===== config.mk =====
export PLATFORM = sky130hd
export DESIGN_NAME = dfr_ctrl
export DESIGN_NICKNAME = d
export VERILOG_FILES = /design/src/rtl/dfr_pkg.sv /design/src/rtl/dfr_tick_div.sv /design/src/rtl/dfr_ctrl.sv
export SDC_FILE = /design/constraint.sdc
export NUM_CORES = 2
export LEC_CHECK = 0
export BUFFER_PORTS_ARGS = -buffer_cell sky130_fd_sc_hd__buf_2
export CAP_MARGIN = 10
export CELL_PAD_IN_SITES_DETAIL_PLACEMENT = 1
export CELL_PAD_IN_SITES_GLOBAL_PLACEMENT = 1
export CORE_ASPECT_RATIO = 0.8
export CORE_MARGIN = 3
export CORE_UTILIZATION = 30
export CTS_BUF_LIST = sky130_fd_sc_hd__clkbuf_4
export DETAILED_ROUTE_END_ITERATION = 10
export PLACE_DENSITY = 0.47
export SYNTH_ARGS = -nofsm -noshare
export SYNTH_HDL_FRONTEND = slang
export SYNTH_SLANG_ARGS = --single-unit

===== constraint.sdc =====
create_clock -name pclk -period 35.3 [get_ports pclk]
set_input_delay 3.53 -clock pclk [delete_from_list [all_inputs] [get_ports pclk]]
set_output_delay 3.53 -clock pclk [all_outputs]
set_load 0.02 [all_outputs]

===== src/rtl/dfr_pkg.sv =====
// Constants shared by the disturbance and fault recorder controller.
// Assumes a 250 MHz pclk and a 50 Hz power system.
package dfr_pkg;
    // ==========================================================
    // Timing
    localparam int CLK_HZ = 250_000_000;
    localparam int MAINS_HZ = 50;
    localparam int SMP_PER_CYCLE = 32;
    localparam int SMP_HZ = MAINS_HZ * SMP_PER_CYCLE;
    localparam int TICK_CYC = CLK_HZ / SMP_HZ;
    localparam int LEN_MAX_S = 15;
    localparam int STORE_S = 120;
    localparam logic [14:0] LEN_MAX_SMP = 15'(LEN_MAX_S * SMP_HZ);
    localparam logic [17:0] STORE_SMP = 18'(STORE_S * SMP_HZ);
    localparam int N_TRIG = 8;
    localparam int FAULT_DEPTH = 20;
    localparam logic [6:0] PCT_FULL = 7'h64;
    // ==========================================================
    // Register byte offsets
    localparam logic [7:0] OFS_CTRL = 8'h00;
    localparam logic [7:0] OFS_LIMIT = 8'h04;
    localparam logic [7:0] OFS_PCT = 8'h08;
    localparam logic [7:0] OFS_TSEL = 8'h0c;
    localparam logic [7:0] OFS_MDLY = 8'h10;
    localparam logic [7:0] OFS_DSTAT = 8'h14;
    localparam logic [7:0] OFS_DSTORE = 8'h18;
    localparam logic [7:0] OFS_DFIRST = 8'h1c;
    localparam logic [7:0] OFS_FSTAT = 8'h20;
    localparam logic [7:0] OFS_FSEL = 8'h24;
    localparam logic [7:0] OFS_FDUR = 8'h28;
    localparam logic [7:0] OFS_FTTT = 8'h2c;
    localparam logic [7:0] OFS_FMEAS = 8'h30;
    localparam logic [7:0] OFS_FINFO = 8'h34;
    localparam logic [7:0] OFS_DTIME = 8'h38;
    // ==========================================================
    // Field positions
    localparam int CTRL_OW_BIT = 0;
    localparam int CTRL_MODE_BIT = 1;
    localparam int CTRL_EN_BIT = 2;
    localparam int CTRL_CLR_BIT = 3;
    localparam int PCT_LEAD_LSB = 0;
    localparam int PCT_TAIL_LSB = 8;
    localparam int FSTAT_NOTIFY_BIT = 31;
    localparam int FTTT_OK_BIT = 31;
    // ==========================================================
    // Reset values
    localparam logic [2:0] CTRL_RST = 3'h4;
    localparam logic [14:0] LIMIT_RST = 15'h0c80;
    localparam logic [6:0] LEAD_PCT_RST = 7'h14;
    localparam logic [6:0] TAIL_PCT_RST = 7'h14;
    localparam logic [7:0] TSEL_RST = 8'h01;
    localparam logic [15:0] MDLY_RST = 16'h0000;
endpackage


===== src/rtl/dfr_tick_div.sv =====
// Sample tick divider: one-cycle enable every DIV clocks.
// Assumes a single free-running clock and an asynchronous low reset.
module dfr_tick_div #(
    parameter int DIV = 156250
) (
    input wire logic pclk,
    input wire logic presetn,
    output logic tick
);
    localparam int CW = $clog2(DIV);

    if (DIV < 2) begin : g_chk
        $error("dfr_tick_div: DIV must be at least 2");
    end

    logic [CW-1:0] cnt_q;
    wire last = (cnt_q == CW'(DIV - 1));

    always_ff @(posedge pclk or negedge presetn) begin
        if (!presetn) begin
            cnt_q <= '0;
            tick <= 1'b0;
        end else begin
            cnt_q <= last ? '0 : cnt_q + 1'b1;
            tick <= last;
        end
    end
endmodule


===== src/rtl/dfr_ctrl.sv =====
// Disturbance and fault recorder controller with APB register access.
// Assumes trigger, pickup, trip and measurement inputs come from logic on pclk.
// Summary of operation
// - Record length limited, at most 15 s
// - Lead-in and tail are percentages of limit
// - Eight selectable triggers, OR starts record
// - Re-arm only after causing triggers drop
// - Record always holds full lead-in history
// - Event portion: trigger time, capped by limit
// - Tail: configured, capped by remaining length
// - Recording stops when length limit elapses
// - Full storage: overwrite oldest or stop
// - Fault record starts on pickup rising edge
// - Fault duration spans the general pickup
// - Time-to-trip: first pickup to first trip
// - General trip is OR of trips
// - Measurements captured at trip, optionally delayed
// - Mode selects alarms-and-trips or trips only
// - Notification on pickup fall, newest record
// - Time-to-trip invalid across different modules
// - Twenty fault records, oldest overwritten
// - Newest record handed to non-volatile store
// - Each record flags whether it tripped
// - Channels sampled 32 times per cycle
// - Shared storage of 120 s
// - Fault number increments per general pickup
module dfr_ctrl import dfr_pkg::*; #(
    parameter int TICK_CYCLES = TICK_CYC,
    parameter int MODS = 8
) (
    input wire logic pclk,
    input wire logic presetn,
    input wire logic psel,
    input wire logic penable,
    input wire logic pwrite,
    input wire logic [7:0] paddr,
    input wire logic [31:0] pwdata,
    output logic [31:0] prdata,
    output logic pready,
    output logic pslverr,
    input wire logic [N_TRIG-1:0] trig_in,
    input wire logic [MODS-1:0] pickup_in,
    input wire logic [MODS-1:0] trip_in,
    input wire logic [31:0] meas_in,
    output logic smp_we,
    output logic [17:0] smp_addr,
    output logic rec_start,
    output logic rec_done,
    output logic [17:0] rec_first_addr,
    output logic fault_notify,
    output logic nv_we,
    output logic [31:0] nv_meas,
    output logic [23:0] nv_dur,
    output logic [23:0] nv_info
);
    if (MODS < 1 || MODS > 8) begin : g_chk
        $error("dfr_ctrl: MODS must be 1 to 8");
    end

    typedef enum logic [1:0] {DS_IDLE, DS_EVENT, DS_TAIL} dfr_dstate_t;

    function automatic logic [2:0] first_set(input logic [MODS-1:0] v);
        logic [2:0] r;
        r = 3'h0;
        for (int i = MODS - 1; i >= 0; i--) begin
            if (v[i]) begin
                r = 3'(i);
            end
        end
        return r;
    endfunction

    // ==========================================================
    // Sample tick
    logic tick;
    dfr_tick_div #(.DIV(TICK_CYCLES)) u_tick (
        .pclk(pclk),
        .presetn(presetn),
        .tick(tick)
    );

    // ==========================================================
    // APB register access
    logic [2:0] ctrl_q;
    logic [14:0] limit_q;
    logic [6:0] lead_pct_q, tail_pct_q;
    logic [7:0] tsel_q;
    logic [15:0] mdly_q;
    logic [4:0] fsel_q;
    logic [31:0] rd_mux;
    logic notify_q;

    wire setup = psel & ~penable;
    wire wr = psel & penable & pwrite;
    wire auto_ow = ctrl_q[CTRL_OW_BIT];
    wire mode_all = ctrl_q[CTRL_MODE_BIT];
    wire dist_en = ctrl_q[CTRL_EN_BIT];
    wire wr_ctrl = wr & (paddr == OFS_CTRL);
    wire wr_limit = wr & (paddr == OFS_LIMIT);
    wire wr_pct = wr & (paddr == OFS_PCT);
    wire clr_store = wr_ctrl & pwdata[CTRL_CLR_BIT];
    wire clr_notify = wr & (paddr == OFS_FSTAT) & pwdata[FSTAT_NOTIFY_BIT];
    wire cfg_wr = wr_limit | wr_pct;
    wire mapped = (paddr[1:0] == 2'h0) && (paddr <= OFS_DTIME);
    wire [14:0] limit_in = (pwdata > 32'(LEN_MAX_SMP)) ? LEN_MAX_SMP :
                           (pwdata[14:0] == 15'h0) ? 15'h0001 : pwdata[14:0];
    wire [6:0] lead_in_p = pwdata[PCT_LEAD_LSB +: 7];
    wire [6:0] tail_in_p = pwdata[PCT_TAIL_LSB +: 7];

    assign pready = 1'b1;
    assign pslverr = psel & penable & ~mapped;
    assign fault_notify = notify_q;

    always_ff @(posedge pclk or negedge presetn) begin
        if (!presetn) begin
            ctrl_q <= CTRL_RST;
            limit_q <= LIMIT_RST;
            lead_pct_q <= LEAD_PCT_RST;
            tail_pct_q <= TAIL_PCT_RST;
            tsel_q <= TSEL_RST;
            mdly_q <= MDLY_RST;
            fsel_q <= 5'h00;
            prdata <= 32'h0000_0000;
        end else begin
            if (setup) prdata <= mapped ? rd_mux : 32'h0000_0000;
            if (wr_ctrl) ctrl_q <= pwdata[2:0];
            if (wr_limit) limit_q <= limit_in;
            if (wr_pct) begin
                lead_pct_q <= (lead_in_p > PCT_FULL) ? PCT_FULL : lead_in_p;
                tail_pct_q <= (tail_in_p > PCT_FULL) ? PCT_FULL : tail_in_p;
            end
            if (wr & (paddr == OFS_TSEL)) tsel_q <= pwdata[7:0];
            if (wr & (paddr == OFS_MDLY)) mdly_q <= pwdata[15:0];
            if (wr & (paddr == OFS_FSEL)) begin
                fsel_q <= (pwdata > 32'(FAULT_DEPTH - 1)) ? 5'(FAULT_DEPTH - 1) : pwdata[4:0];
            end
        end
    end

    // ==========================================================
    // Disturbance recorder
    dfr_dstate_t st_q;
    logic [14:0] win_q, hist_q, rec_cnt_q, event_portion, tail_actual;
    logic [14:0] lim_r_q, lead_r_q, tail_r_q;
    logic [17:0] base_q, used_q;
    logic [7:0] cause_q, tprev_q, nrec_q;
    logic ovw_q;

    wire [21:0] lead_prod = 22'(limit_q) * 22'(lead_pct_q);
    wire [21:0] tail_prod = 22'(limit_q) * 22'(tail_pct_q);
    wire [14:0] lead_in_duration = 15'(lead_prod / 22'd100);
    wire [14:0] tail_duration = 15'(tail_prod / 22'd100);
    wire [14:0] length_limit = limit_q;
    wire [7:0] trig_act = trig_in & tsel_q;
    wire trig_or = |trig_act;
    wire trig_rise = |(trig_act & ~tprev_q);
    wire rearm = ((trig_in & cause_q) == 8'h00);
    wire full = ({1'b0, used_q} + 19'(length_limit)) > 19'(STORE_SMP);
    wire can_store = ~full | auto_ow;
    wire hist_ok = hist_q >= lead_in_duration;
    wire idle = (st_q == DS_IDLE);
    wire start = idle & dist_en & trig_rise & rearm & hist_ok & can_store;
    wire [14:0] win_lim = idle ? length_limit : lim_r_q;
    wire [14:0] win_nx = (win_q + 15'h1 == win_lim) ? 15'h0 : win_q + 15'h1;
    wire [18:0] addr_sum = {1'b0, base_q} + 19'(win_q);
    wire [14:0] first_ofs = (win_q >= lead_in_duration) ? win_q - lead_in_duration :
                            win_q + length_limit - lead_in_duration;
    wire [18:0] first_sum = {1'b0, base_q} + 19'(first_ofs);
    wire [18:0] base_sum = {1'b0, base_q} + 19'(lim_r_q);
    wire [18:0] used_sum = {1'b0, used_q} + 19'(lim_r_q);
    wire last_smp = (rec_cnt_q + 15'h1 == lim_r_q);
    wire ev_cap = (event_portion + 15'h1 >= lim_r_q - lead_r_q);
    wire tail_end = (tail_actual + 15'h1 >= tail_r_q);
    wire ev_tick = (st_q == DS_EVENT) & tick & trig_or;
    wire tl_tick = (st_q == DS_TAIL) & tick;
    wire ev_off = (st_q == DS_EVENT) & ~trig_or;
    wire finish = (ev_tick & (last_smp | ev_cap)) |
                  (ev_off & (tail_r_q == 15'h0)) |
                  (tl_tick & (last_smp | tail_end));

    assign smp_we = tick & (~idle | (dist_en & can_store));
    assign smp_addr = (addr_sum >= 19'(STORE_SMP)) ? 18'(addr_sum - 19'(STORE_SMP)) :
                      addr_sum[17:0];
    assign rec_start = start;
    assign rec_done = finish;

    always_ff @(posedge pclk or negedge presetn) begin
        if (!presetn) begin
            st_q <= DS_IDLE;
            {win_q, hist_q, rec_cnt_q, event_portion, tail_actual} <= '0;
            {lim_r_q, lead_r_q, tail_r_q} <= '0;
            {base_q, used_q, rec_first_addr} <= '0;
            {cause_q, tprev_q, nrec_q} <= '0;
            ovw_q <= 1'b0;
        end else begin
            tprev_q <= trig_act;
            if (smp_we) win_q <= win_nx;
            if (cfg_wr & idle) begin
                win_q <= 15'h0;
                hist_q <= 15'h0;
            end else if (smp_we & idle & (hist_q != length_limit)) begin
                hist_q <= hist_q + 15'h1;
            end
            if (clr_store) begin
                used_q <= 18'h0;
                nrec_q <= 8'h0;
                ovw_q <= 1'b0;
            end
            if (rearm) cause_q <= 8'h00;
            if (start) begin
                st_q <= DS_EVENT;
                lim_r_q <= length_limit;
                lead_r_q <= lead_in_duration;
                tail_r_q <= tail_duration;
                cause_q <= trig_act;
                rec_cnt_q <= lead_in_duration;
                event_portion <= 15'h0;
                tail_actual <= 15'h0;
                rec_first_addr <= (first_sum >= 19'(STORE_SMP)) ?
                                  18'(first_sum - 19'(STORE_SMP)) : first_sum[17:0];
                if (full) ovw_q <= 1'b1;
            end
            if (ev_tick | tl_tick) rec_cnt_q <= rec_cnt_q + 15'h1;
            if (ev_tick) event_portion <= event_portion + 15'h1;
            if (tl_tick) tail_actual <= tail_actual + 15'h1;
            if (ev_off) st_q <= DS_TAIL;
            if (finish) begin
                st_q <= DS_IDLE;
                win_q <= 15'h0;
                hist_q <= 15'h0;
                base_q <= (base_sum >= 19'(STORE_SMP)) ? 18'(base_sum - 19'(STORE_SMP)) :
                          base_sum[17:0];
                used_q <= (used_sum > 19'(STORE_SMP)) ? STORE_SMP : used_sum[17:0];
                nrec_q <= (nrec_q == 8'hff) ? nrec_q : nrec_q + 8'h1;
            end
        end
    end

    // ==========================================================
    // Fault recorder
    logic gp_q, fact_q, tripped_q, ftt_ok_q, mpend_q;
    logic [23:0] fdur_q, ftt_q;
    logic [2:0] pu_mod_q, tr_mod_q;
    logic [15:0] mcnt_q, fno_q;
    logic [31:0] meas_q;
    logic [4:0] wptr_q, fcnt_q;
    logic [23:0] fr_dur [FAULT_DEPTH];
    logic [24:0] fr_ttt [FAULT_DEPTH];
    logic [31:0] fr_meas [FAULT_DEPTH];
    logic [23:0] fr_info [FAULT_DEPTH];

    wire gp = |pickup_in;
    wire gt = |trip_in;
    wire gp_rise = gp & ~gp_q;
    wire gp_fall = ~gp & gp_q;
    wire first_trip = fact_q & gt & ~tripped_q;
    wire [2:0] trip_mod = first_set(trip_in);
    wire meas_now = first_trip & (mdly_q == 16'h0);
    wire meas_late = mpend_q & tick & (mcnt_q == 16'h1);
    wire [31:0] meas_fin = mpend_q ? meas_in : meas_q;
    wire store = gp_fall & (tripped_q | mode_all);
    wire [23:0] info_fin = {fno_q, tripped_q, ftt_ok_q, pu_mod_q, tr_mod_q};
    wire [4:0] wptr_nx = (wptr_q == 5'(FAULT_DEPTH - 1)) ? 5'h0 : wptr_q + 5'h1;
    wire [5:0] rd_raw = {1'b0, wptr_q} + 6'(FAULT_DEPTH - 1) - {1'b0, fsel_q};
    wire [4:0] rd_idx = (rd_raw >= 6'(FAULT_DEPTH)) ? 5'(rd_raw - 6'(FAULT_DEPTH)) :
                        rd_raw[4:0];

    always_ff @(posedge pclk or negedge presetn) begin
        if (!presetn) begin
            {gp_q, fact_q, tripped_q, ftt_ok_q, mpend_q, notify_q, nv_we} <= '0;
            {fdur_q, ftt_q} <= '0;
            {pu_mod_q, tr_mod_q, mcnt_q, fno_q, meas_q} <= '0;
            {wptr_q, fcnt_q} <= '0;
            {nv_meas, nv_dur, nv_info} <= '0;
        end else begin
            gp_q <= gp;
            nv_we <= store;
            if (gp_rise) begin
                fact_q <= 1'b1;
                fno_q <= fno_q + 16'h1;
                {fdur_q, ftt_q} <= '0;
                {tripped_q, ftt_ok_q, mpend_q} <= '0;
                pu_mod_q <= first_set(pickup_in);
                meas_q <= 32'h0;
            end else if (fact_q & tick) begin
                fdur_q <= fdur_q + 24'h1;
                if (!tripped_q) ftt_q <= ftt_q + 24'h1;
            end
            if (first_trip) begin
                tripped_q <= 1'b1;
                tr_mod_q <= trip_mod;
                ftt_ok_q <= (trip_mod == pu_mod_q);
                mpend_q <= (mdly_q != 16'h0);
                mcnt_q <= mdly_q;
            end
            if (meas_now | meas_late) meas_q <= meas_in;
            if (mpend_q & tick) mcnt_q <= mcnt_q - 16'h1;
            if (meas_late) mpend_q <= 1'b0;
            if (gp_fall) begin
                fact_q <= 1'b0;
                mpend_q <= 1'b0;
                meas_q <= meas_fin;
            end
            if (store) begin
                wptr_q <= wptr_nx;
                if (fcnt_q != 5'(FAULT_DEPTH)) fcnt_q <= fcnt_q + 5'h1;
                nv_meas <= meas_fin;
                nv_dur <= fdur_q;
                nv_info <= info_fin;
            end
            // Set wins over a software clear in the same cycle
            if (gp_fall) notify_q <= 1'b1;
            else if (clr_notify) notify_q <= 1'b0;
        end
    end

    // Record memory: no reset, fsel clamp stops at FAULT_DEPTH - 1 so unwritten slots can be selected
    always_ff @(posedge pclk) begin
        if (store) begin
            fr_dur[wptr_q] <= fdur_q;
            fr_ttt[wptr_q] <= {ftt_ok_q & tripped_q, ftt_q};
            fr_meas[wptr_q] <= meas_fin;
            fr_info[wptr_q] <= info_fin;
        end
    end

    // ==========================================================
    // Read mux
    always_comb begin
        rd_mux = 32'h0000_0000;
        case (paddr)
            OFS_CTRL: rd_mux = {29'h0, ctrl_q};
            OFS_LIMIT: rd_mux = {17'h0, limit_q};
            OFS_PCT: rd_mux = {17'h0, tail_pct_q, 1'b0, lead_pct_q};
            OFS_TSEL: rd_mux = {24'h0, tsel_q};
            OFS_MDLY: rd_mux = {16'h0, mdly_q};
            OFS_DSTAT: rd_mux = {20'h0, nrec_q, ovw_q, full, st_q};
            OFS_DSTORE: rd_mux = {14'h0, used_q};
            OFS_DFIRST: rd_mux = {14'h0, rec_first_addr};
            OFS_FSTAT: rd_mux = {notify_q, 10'h0, fcnt_q, fno_q};
            OFS_FSEL: rd_mux = {27'h0, fsel_q};
            OFS_FDUR: rd_mux = {8'h0, fr_dur[rd_idx]};
            OFS_FTTT: rd_mux = {fr_ttt[rd_idx][24], 7'h0, fr_ttt[rd_idx][23:0]};
            OFS_FMEAS: rd_mux = fr_meas[rd_idx];
            OFS_FINFO: rd_mux = {8'h0, fr_info[rd_idx]};
            OFS_DTIME: rd_mux = {1'b0, tail_actual, 1'b0, event_portion};
            default: rd_mux = 32'h0000_0000;
        endcase
    end
endmodule


---- After elaboration in Yosys (flattened, before gate mapping) ----
Memories as Yosys holds them, arrays and structs flattened.
Cells that the tools add are included.
W data, S select, Z words.
word-level totals
  bits in registers ....................... 528
  RAM bits ................................ 2100
  output and inout bits ................... 155
  memories ................................ 4
operators by class
  add/subtract/negate cells ............... 28
  multipliers ............................. 2
  divide/modulo/power cells ............... 2
  magnitude comparators ................... 15
  eq/ne operators ......................... 27
  mux-type cells .......................... 80
  bitwise gates (word level) .............. 62
  reduce and logical (&&, ||, !) cells .... 31
memory list
  memory   depth  width  rd ports  clocked after memory_dff  write ports  RTL line         text
  fr_meas  20     32     1         0                         1            dfr_ctrl.sv:249  logic [31:0] fr_meas [FAULT_DEPTH];
  fr_ttt   20     25     1         0                         1            dfr_ctrl.sv:248  logic [24:0] fr_ttt [FAULT_DEPTH];
  fr_dur   20     24     1         0                         1            dfr_ctrl.sv:247  logic [23:0] fr_dur [FAULT_DEPTH];
  fr_info  20     24     1         0                         1            dfr_ctrl.sv:250  logic [23:0] fr_info [FAULT_DEPTH];
operator list
  operator                  number
  $pmux W32 S15             1
  $mux W15                  16
  $mux W32                  5
  $mux W18                  7
  $mux W24                  5
  $add A18 B15 Y19          5
  $add A15 B1 Y15 const B   5
  $ge A15 B15 Y1            4
  $ge A19 B18 Y1 const B    3
  $eq A8 B6 Y1 const B      7
  $sub A18 B18 Y18 const B  3
  $add A24 B1 Y24 const B   2
  $mux W3                   16
  $sub A15 B15 Y15          3
  $div A22 B7 Y22 const B   2
  $mul A15 B7 Y22           2
  $and A1 B1 Y1             40
  $mux W8                   5
  $gt A19 B18 Y1 const B    2
  $eq A8 B5 Y1 const B      4
  $gt A32 B15 Y1 const B    1
  $gt A32 B5 Y1 const B     1
  $mux W16                  2
  $reduce_or A8 Y1          4
  44 further kinds          102

---- Logic depth before layout (Yosys ltp) ----
  depth after elaboration ................. 12
  gate-level depth with buffers ........... 109

---- By module ----
A second synthesis with hierarchy kept.
second synthesis, totals
  cell total of the unflattened synthesis .. 8945
  area total of the unflattened synthesis .. 125664.3 sq um
by module, submodules not included
  module        instances  cells an instance  area an instance (sq um)  seq. area each (sq um)
  dfr_ctrl      1          8862               124760.9                  75809.0
  dfr_tick_div  1          83                 903.4                     475.5

---- Worst setup path before layout ----
Ideal clock, no wire load.
  path type ............................... register -> register
  start ................................... register limit_q[7] (netlist: length_limit[7])
  end ..................................... register rec_first_addr[16]
  library setup time ...................... 135 ps
  arrival time ............................ 19870 ps
  data required time ...................... 35165 ps
  slack ................................... 15295 ps
  stages on the path, launching flop included .. 101
  clock period less this slack ............ 20005 ps
  cells stage by stage .................... dfstp_2 clkbuf_1 clkbuf_1 and2_1 fa_1 fa_1 fa_1 inv_1 fa_1 inv_1 ha_1 buf_2 nor2b_1 o21a_1 or3_1 o221a_1 buf_4 o21ai_1 [65 not listed] a21oi_1 o21bai_1 a21oi_1 o21bai_1 a21oi_1 o21ai_0 a21oi_1 o21ai_0 a21oi_1 o21ai_0 xor2_1 nand2_1 a211oi_1 o21ai_0 a21oi_1 o21ai_0 xnor2_1 o21ai_0
on the way
  cells in the longest elaborated chain, start to end .. 7
  elaborated cells between the ends (all ways) .. 18
  classes of those cells .................. add/sub: 6; mul: 1; div: 1; order compare: 4; mux: 2; bitwise: 4
RTL lines
  element                                                    RTL line                          text
  start: declaration                                         dfr_ctrl.sv:85                    logic [14:0] limit_q;
  start signal: assignment                                   dfr_ctrl.sv:127                   if (wr_limit) limit_q <= limit_in;
  $mul A15 B7 Y22 *                                          dfr_ctrl.sv:149                   wire [21:0] lead_prod = 22'(limit_q) * 22'(lead_pct_q);
  $div A22 B7 Y22 *                                          dfr_ctrl.sv:151                   wire [14:0] lead_in_duration = 15'(lead_prod / 22'd100);
  named net lead_in_duration[0]                              dfr_ctrl.sv:151
  $sub A15 B15 Y15, or another cell as far along             dfr_ctrl.sv:167                   win_q + length_limit - lead_in_duration;
  $mux W15                                                   dfr_ctrl.sv:166                   wire [14:0] first_ofs = (win_q >= lead_in_duration) ? win_q - lead_in_duration :
  $add A18 B15 Y19                                           dfr_ctrl.sv:168                   wire [18:0] first_sum = {1'b0, base_q} + 19'(first_ofs);
  $sub A18 B18 Y18 / $ge A19 B18 Y1 (equally long branches)  dfr_ctrl.sv:220, dfr_ctrl.sv:219
  $mux W18                                                   dfr_ctrl.sv:219                   rec_first_addr <= (first_sum >= 19'(STORE_SMP)) ?
  end signal: assignment                                     dfr_ctrl.sv:219
  end: declaration                                           dfr_ctrl.sv:49                    output logic [17:0] rec_first_addr,
Mark *: on every way through the listed nets, which the timed path passes. The rest lies on a longest branch.
A chain may end at the register's enable or synchronous reset.

---- Final worst setup path ----
  start ................................... register limit_q[7] (netlist: length_limit[7])
  end ..................................... output rec_start
on the way
  cells in the longest elaborated chain, start to end .. 5
  elaborated cells between the ends (all ways) .. 9
  classes of those cells .................. add/sub: 1; mul: 1; div: 1; order compare: 2; bitwise: 4
RTL lines
  element                        RTL line         text
  $mul A15 B7 Y22                dfr_ctrl.sv:149
  $div A22 B7 Y22                dfr_ctrl.sv:151
  named net lead_in_duration[0]  dfr_ctrl.sv:151
  $ge A15 B15 Y1                 dfr_ctrl.sv:160  wire hist_ok = hist_q >= lead_in_duration;
  $and A1 B1 Y1 (2 in series)    dfr_ctrl.sv:162  wire start = idle & dist_en & trig_rise & rearm & hist_ok & can_store;
  end: declaration               dfr_ctrl.sv:47   output logic rec_start,
The timed path passes the listed nets, and every way through them passes these cells.

==> results.yml <==
status:
  status: "complete, no violations"
timing:
  slew_violations: 0
  finalSetupViolations: 0
  finalHoldViolations: 0
  period_needed_ns: 24.49
  max_freq_mhz: 40.83
  slew_headroom_pct: 17.94
  tightest_slew_ns: 1.231
  fin_ws_ns: 10.81
  fin_worst_skew_ns: 0.1783
  tns_ns: 0
  timing.final.crit_share_pct: 69.38
  rsz0062_at_grt: "false"
  holdWs_ns: 0.4718
synthesis:
  syn-cell-area_mm2: 0.1256
  synth_most_common_cell: "edfxtp_1"
  synth_area_leaders: "edfxtp_1 (50%), dfrtp_1 (10%), mux4_2 (9.6%)"
  synth_cells: 8824
  seq_area_frac_synth_pct: 60.75
  ys_ff_latch: 2628
  ys.warnings.count: 0
  syn_area_per_cell_um2: 14.23
  synthArstFlopShare_pct: 20.09
  yosys.area.top_type_share_pct: 50.22
  synth_area_leader_cell: "edfxtp_1"
  synth_edf_count: 2100
  synth.distinct_cells: 141
  syn-num-nets: 9354
  synthTopCellsByCount: "edfxtp_1 (2100), nand2_1 (860), mux4_2 (533)"
  synth_top_flop_cell: "edfxtp_1"
pwr:
  switchingPower_mw: 2.022
  internal_power_mw: 5.291
  comb_power_share_pct: 12.1
  switching_share_pct: 27.65
  p_per_area_mw_per_mm2: 51.07
  ir_drop_uv: 31.18
  power_leakage_nw: 53.58
  p_seq_share_pct: 49.4
  clkPwrFrac_pct: 38.5
  p_total_mw: 7.314
floorplan:
  fp.dieH_um: 584.7
  dieArea_mm2: 0.4264
  std_cell_rows: 211
  num_io_pins: 256
  start_util_pct: 30.26
  core_area_mm2: 0.4150
  fp.dieW_um: 729.4
route:
  postRouteWirelength_um: 454500
  vias: 82210
  ant_nets: 0
  routedWlPerCell_um: 29.05
  drt_iter0_drc: 6183
  drc: 0
  dr.pass1.iters: 6
  via_per_inst: 5.254
run:
  timing.max_cap.violations: 0
worst_setup_path:
  reg2regPathDepth: 95
  critPathMaxStageDelay_ns: 1.01
  cp-end-kind: "output port"
  reg2reg_setup_slack_ns: 11.06
  start_kind: "flip-flop"
  slowest_stage: "dfstp_2"
  critPathRequiredTime_ns: 31.77
  cp_data_arrival_time_ns: 20.96
  rr_startpoint: "length_limit[7]"
  crit_top_cell: "a21oi_1"
  rr_endpoint: "rec_first_addr[16]"
  critPathMaxFanout: 27
  critPathKind: "flip-flop to output port"
  critPathLaunch: "length_limit[7]"
grt:
  grt_pass1_wl_um: 648200
  grt_pass1_vias: 87210
  grt.total_usage_pct: 20.95
  antenna_found_initial: 41
  overflow: 0
  grt_max_degree: 130
cells_and_area:
  final_util_pct: 34.51
  multi_input_area_mm2: 0.04659
  regArea_mm2: 0.07629
  layout.nets: 10070
  drive_above_1_share_pct: 24.07
  area_growth_pct: 14.04
  nFillCells: 43790
clocking:
  clk_latency_ns: 1.62
  hold_buffers: 0
  cts_buffer_depth: 4
  path_clk_slew_ns: 0.06
  cts_resized: 0
  cts_root_buffer: "clkbuf_4"
  htreeDepth: 6
  cts_buffers: 703
  cts_tree: "done"
  cts_sinks: 2628
  post_cts_buffers: 0
hold_path:
  min_path_type: "flip-flop to flip-flop"
  hold_path_startpoint: "nv_info[20]"
  hold_depth: 2
  min_to: "nv_info[20]"
place:
  place_congestion: 0.8217
  hpwl_um: 290900
  io_buffers: 254
  place_ws_ns: 11.07
==> layout make-up <==
type | instances | area share [%]
inverter | 321 | 0.8431
clock buffer | 1084 | 5.683
clock inverter | 143 | 0.7060
sequential | 2628 | 53.27
antenna | 47 | 0.08213
multi-input combinational | 5436 | 32.54
tap | 5538 | 4.839
timing repair buffer | 451 | 2.041
==> worst max-delay path by stage <==
| stage | endpoint | slack [ns] | depth (start not counted) |
|---|---|---|---|
| after global placement | rec_first_addr[16] | 11.35 | 96 |
| after floorplan | rec_first_addr[16] | 15.30 | 100 |
| after CTS | rec_start | 10.41 | 70 |
| after detailed placement | rec_first_addr[16] | 11.07 | 96 |
| final | rec_start | 10.81 | 69 |
| after global routing | rec_first_addr[16] | 8.58 | 95 |
==> kinds of logic (layout without fill, tap and decap cells) <==
family / Yosys count / count (layout) / synth area share [%]
other: 1 / 48 / 0.002986
adders and majority gates: 442 / 442 / 5.283
muxes: 784 / 784 / 11.72
buffers and inverters: 760 / 1999 / 2.414
DFF: 2628 / 2628 / 60.75
xor gates and xnor gates: 408 / 408 / 2.905
AOI/OAI and AO/OA: 1650 / 1650 / 8.783
and+or+nand+nor: 2151 / 2151 / 8.147
==> metrics by stage <==
stage	area, um2	cells
4_1_cts	143100	15600
2_1_floorplan	125600	8824
3_3_place_gp	133900	14370
3_5_place_dp	133900	14370
6_report	143200	15650
5_1_grt	143100	15620
==> state kept, by name, summed over array words and instances (netlist names), 16 cells and up <==
register and flops:
base_q 18, fdur_q 24, fno_q 16, fr_dur 480, fr_info 480, fr_meas 640
fr_ttt 500, ftt_q 24, mcnt_q 16, mdly_q 16, meas_q 32, nv_dur 24
nv_info 24, nv_meas 32, prdata 32, rec_first_addr 18, u_tick.cnt_q 18, used_q 18
==> power by group through the flow <==
stage	clock, mW	combinational, mW	sequential [mW]
after floorplan	0	0.499	3.66
after global placement	0	0.893	3.68
after detailed placement	0	0.911	3.68
after CTS	2.92	0.913	3.62
after global routing	3.09	0.956	3.62
final	2.81	0.884	3.62
==> per-layer routing <==
| layer | up-vias | part of all wire [%] | track usage [%] |
|---|---|---|---|
| li1 | 35660 | - | - |
| met2 | 2040 | 47 | 34.07 |
| met1 | 43890 | 46 | 29.62 |
| met5 | - | 0.0040 | 0 |
| met4 | 4 | 2.6 | 5.501 |
| met3 | 618 | 4.3 | 2.653 |
==> worst max-delay path: cells and delay by family, from the launching register on <==
family                     cells  cell delay, ns
AOI/OAI and AO/OA             38            9.93
xor gates and xnor gates       3            1.63
adders and majority gates      7            2.97
buffers and inverters          7            1.03
DFF                            1            1.01
muxes                          2            0.63
and+or+nand+nor               12            2.15
==> placed cells by master, fill, tap and decap left out, drive strengths merged, types with 127 or more instances in the layout <==
| cell | instances |
|---|---|
| nor2 | 394 |
| dfrtp | 519 |
| xnor2 | 239 |
| mux4 | 533 |
| fa | 150 |
| clkbuf | 1084 |
| a21oi | 440 |
| a211oi | 170 |
| ha | 279 |
| nor2b | 127 |
| buf | 451 |
| o21ai | 398 |
| mux2i | 140 |
| inv | 339 |
| nand2 | 862 |
| nand3 | 175 |
| xor2 | 168 |
| edfxtp | 2100 |
| and2 | 140 |
Note: power is estimated with default switching activity, not from simulation.
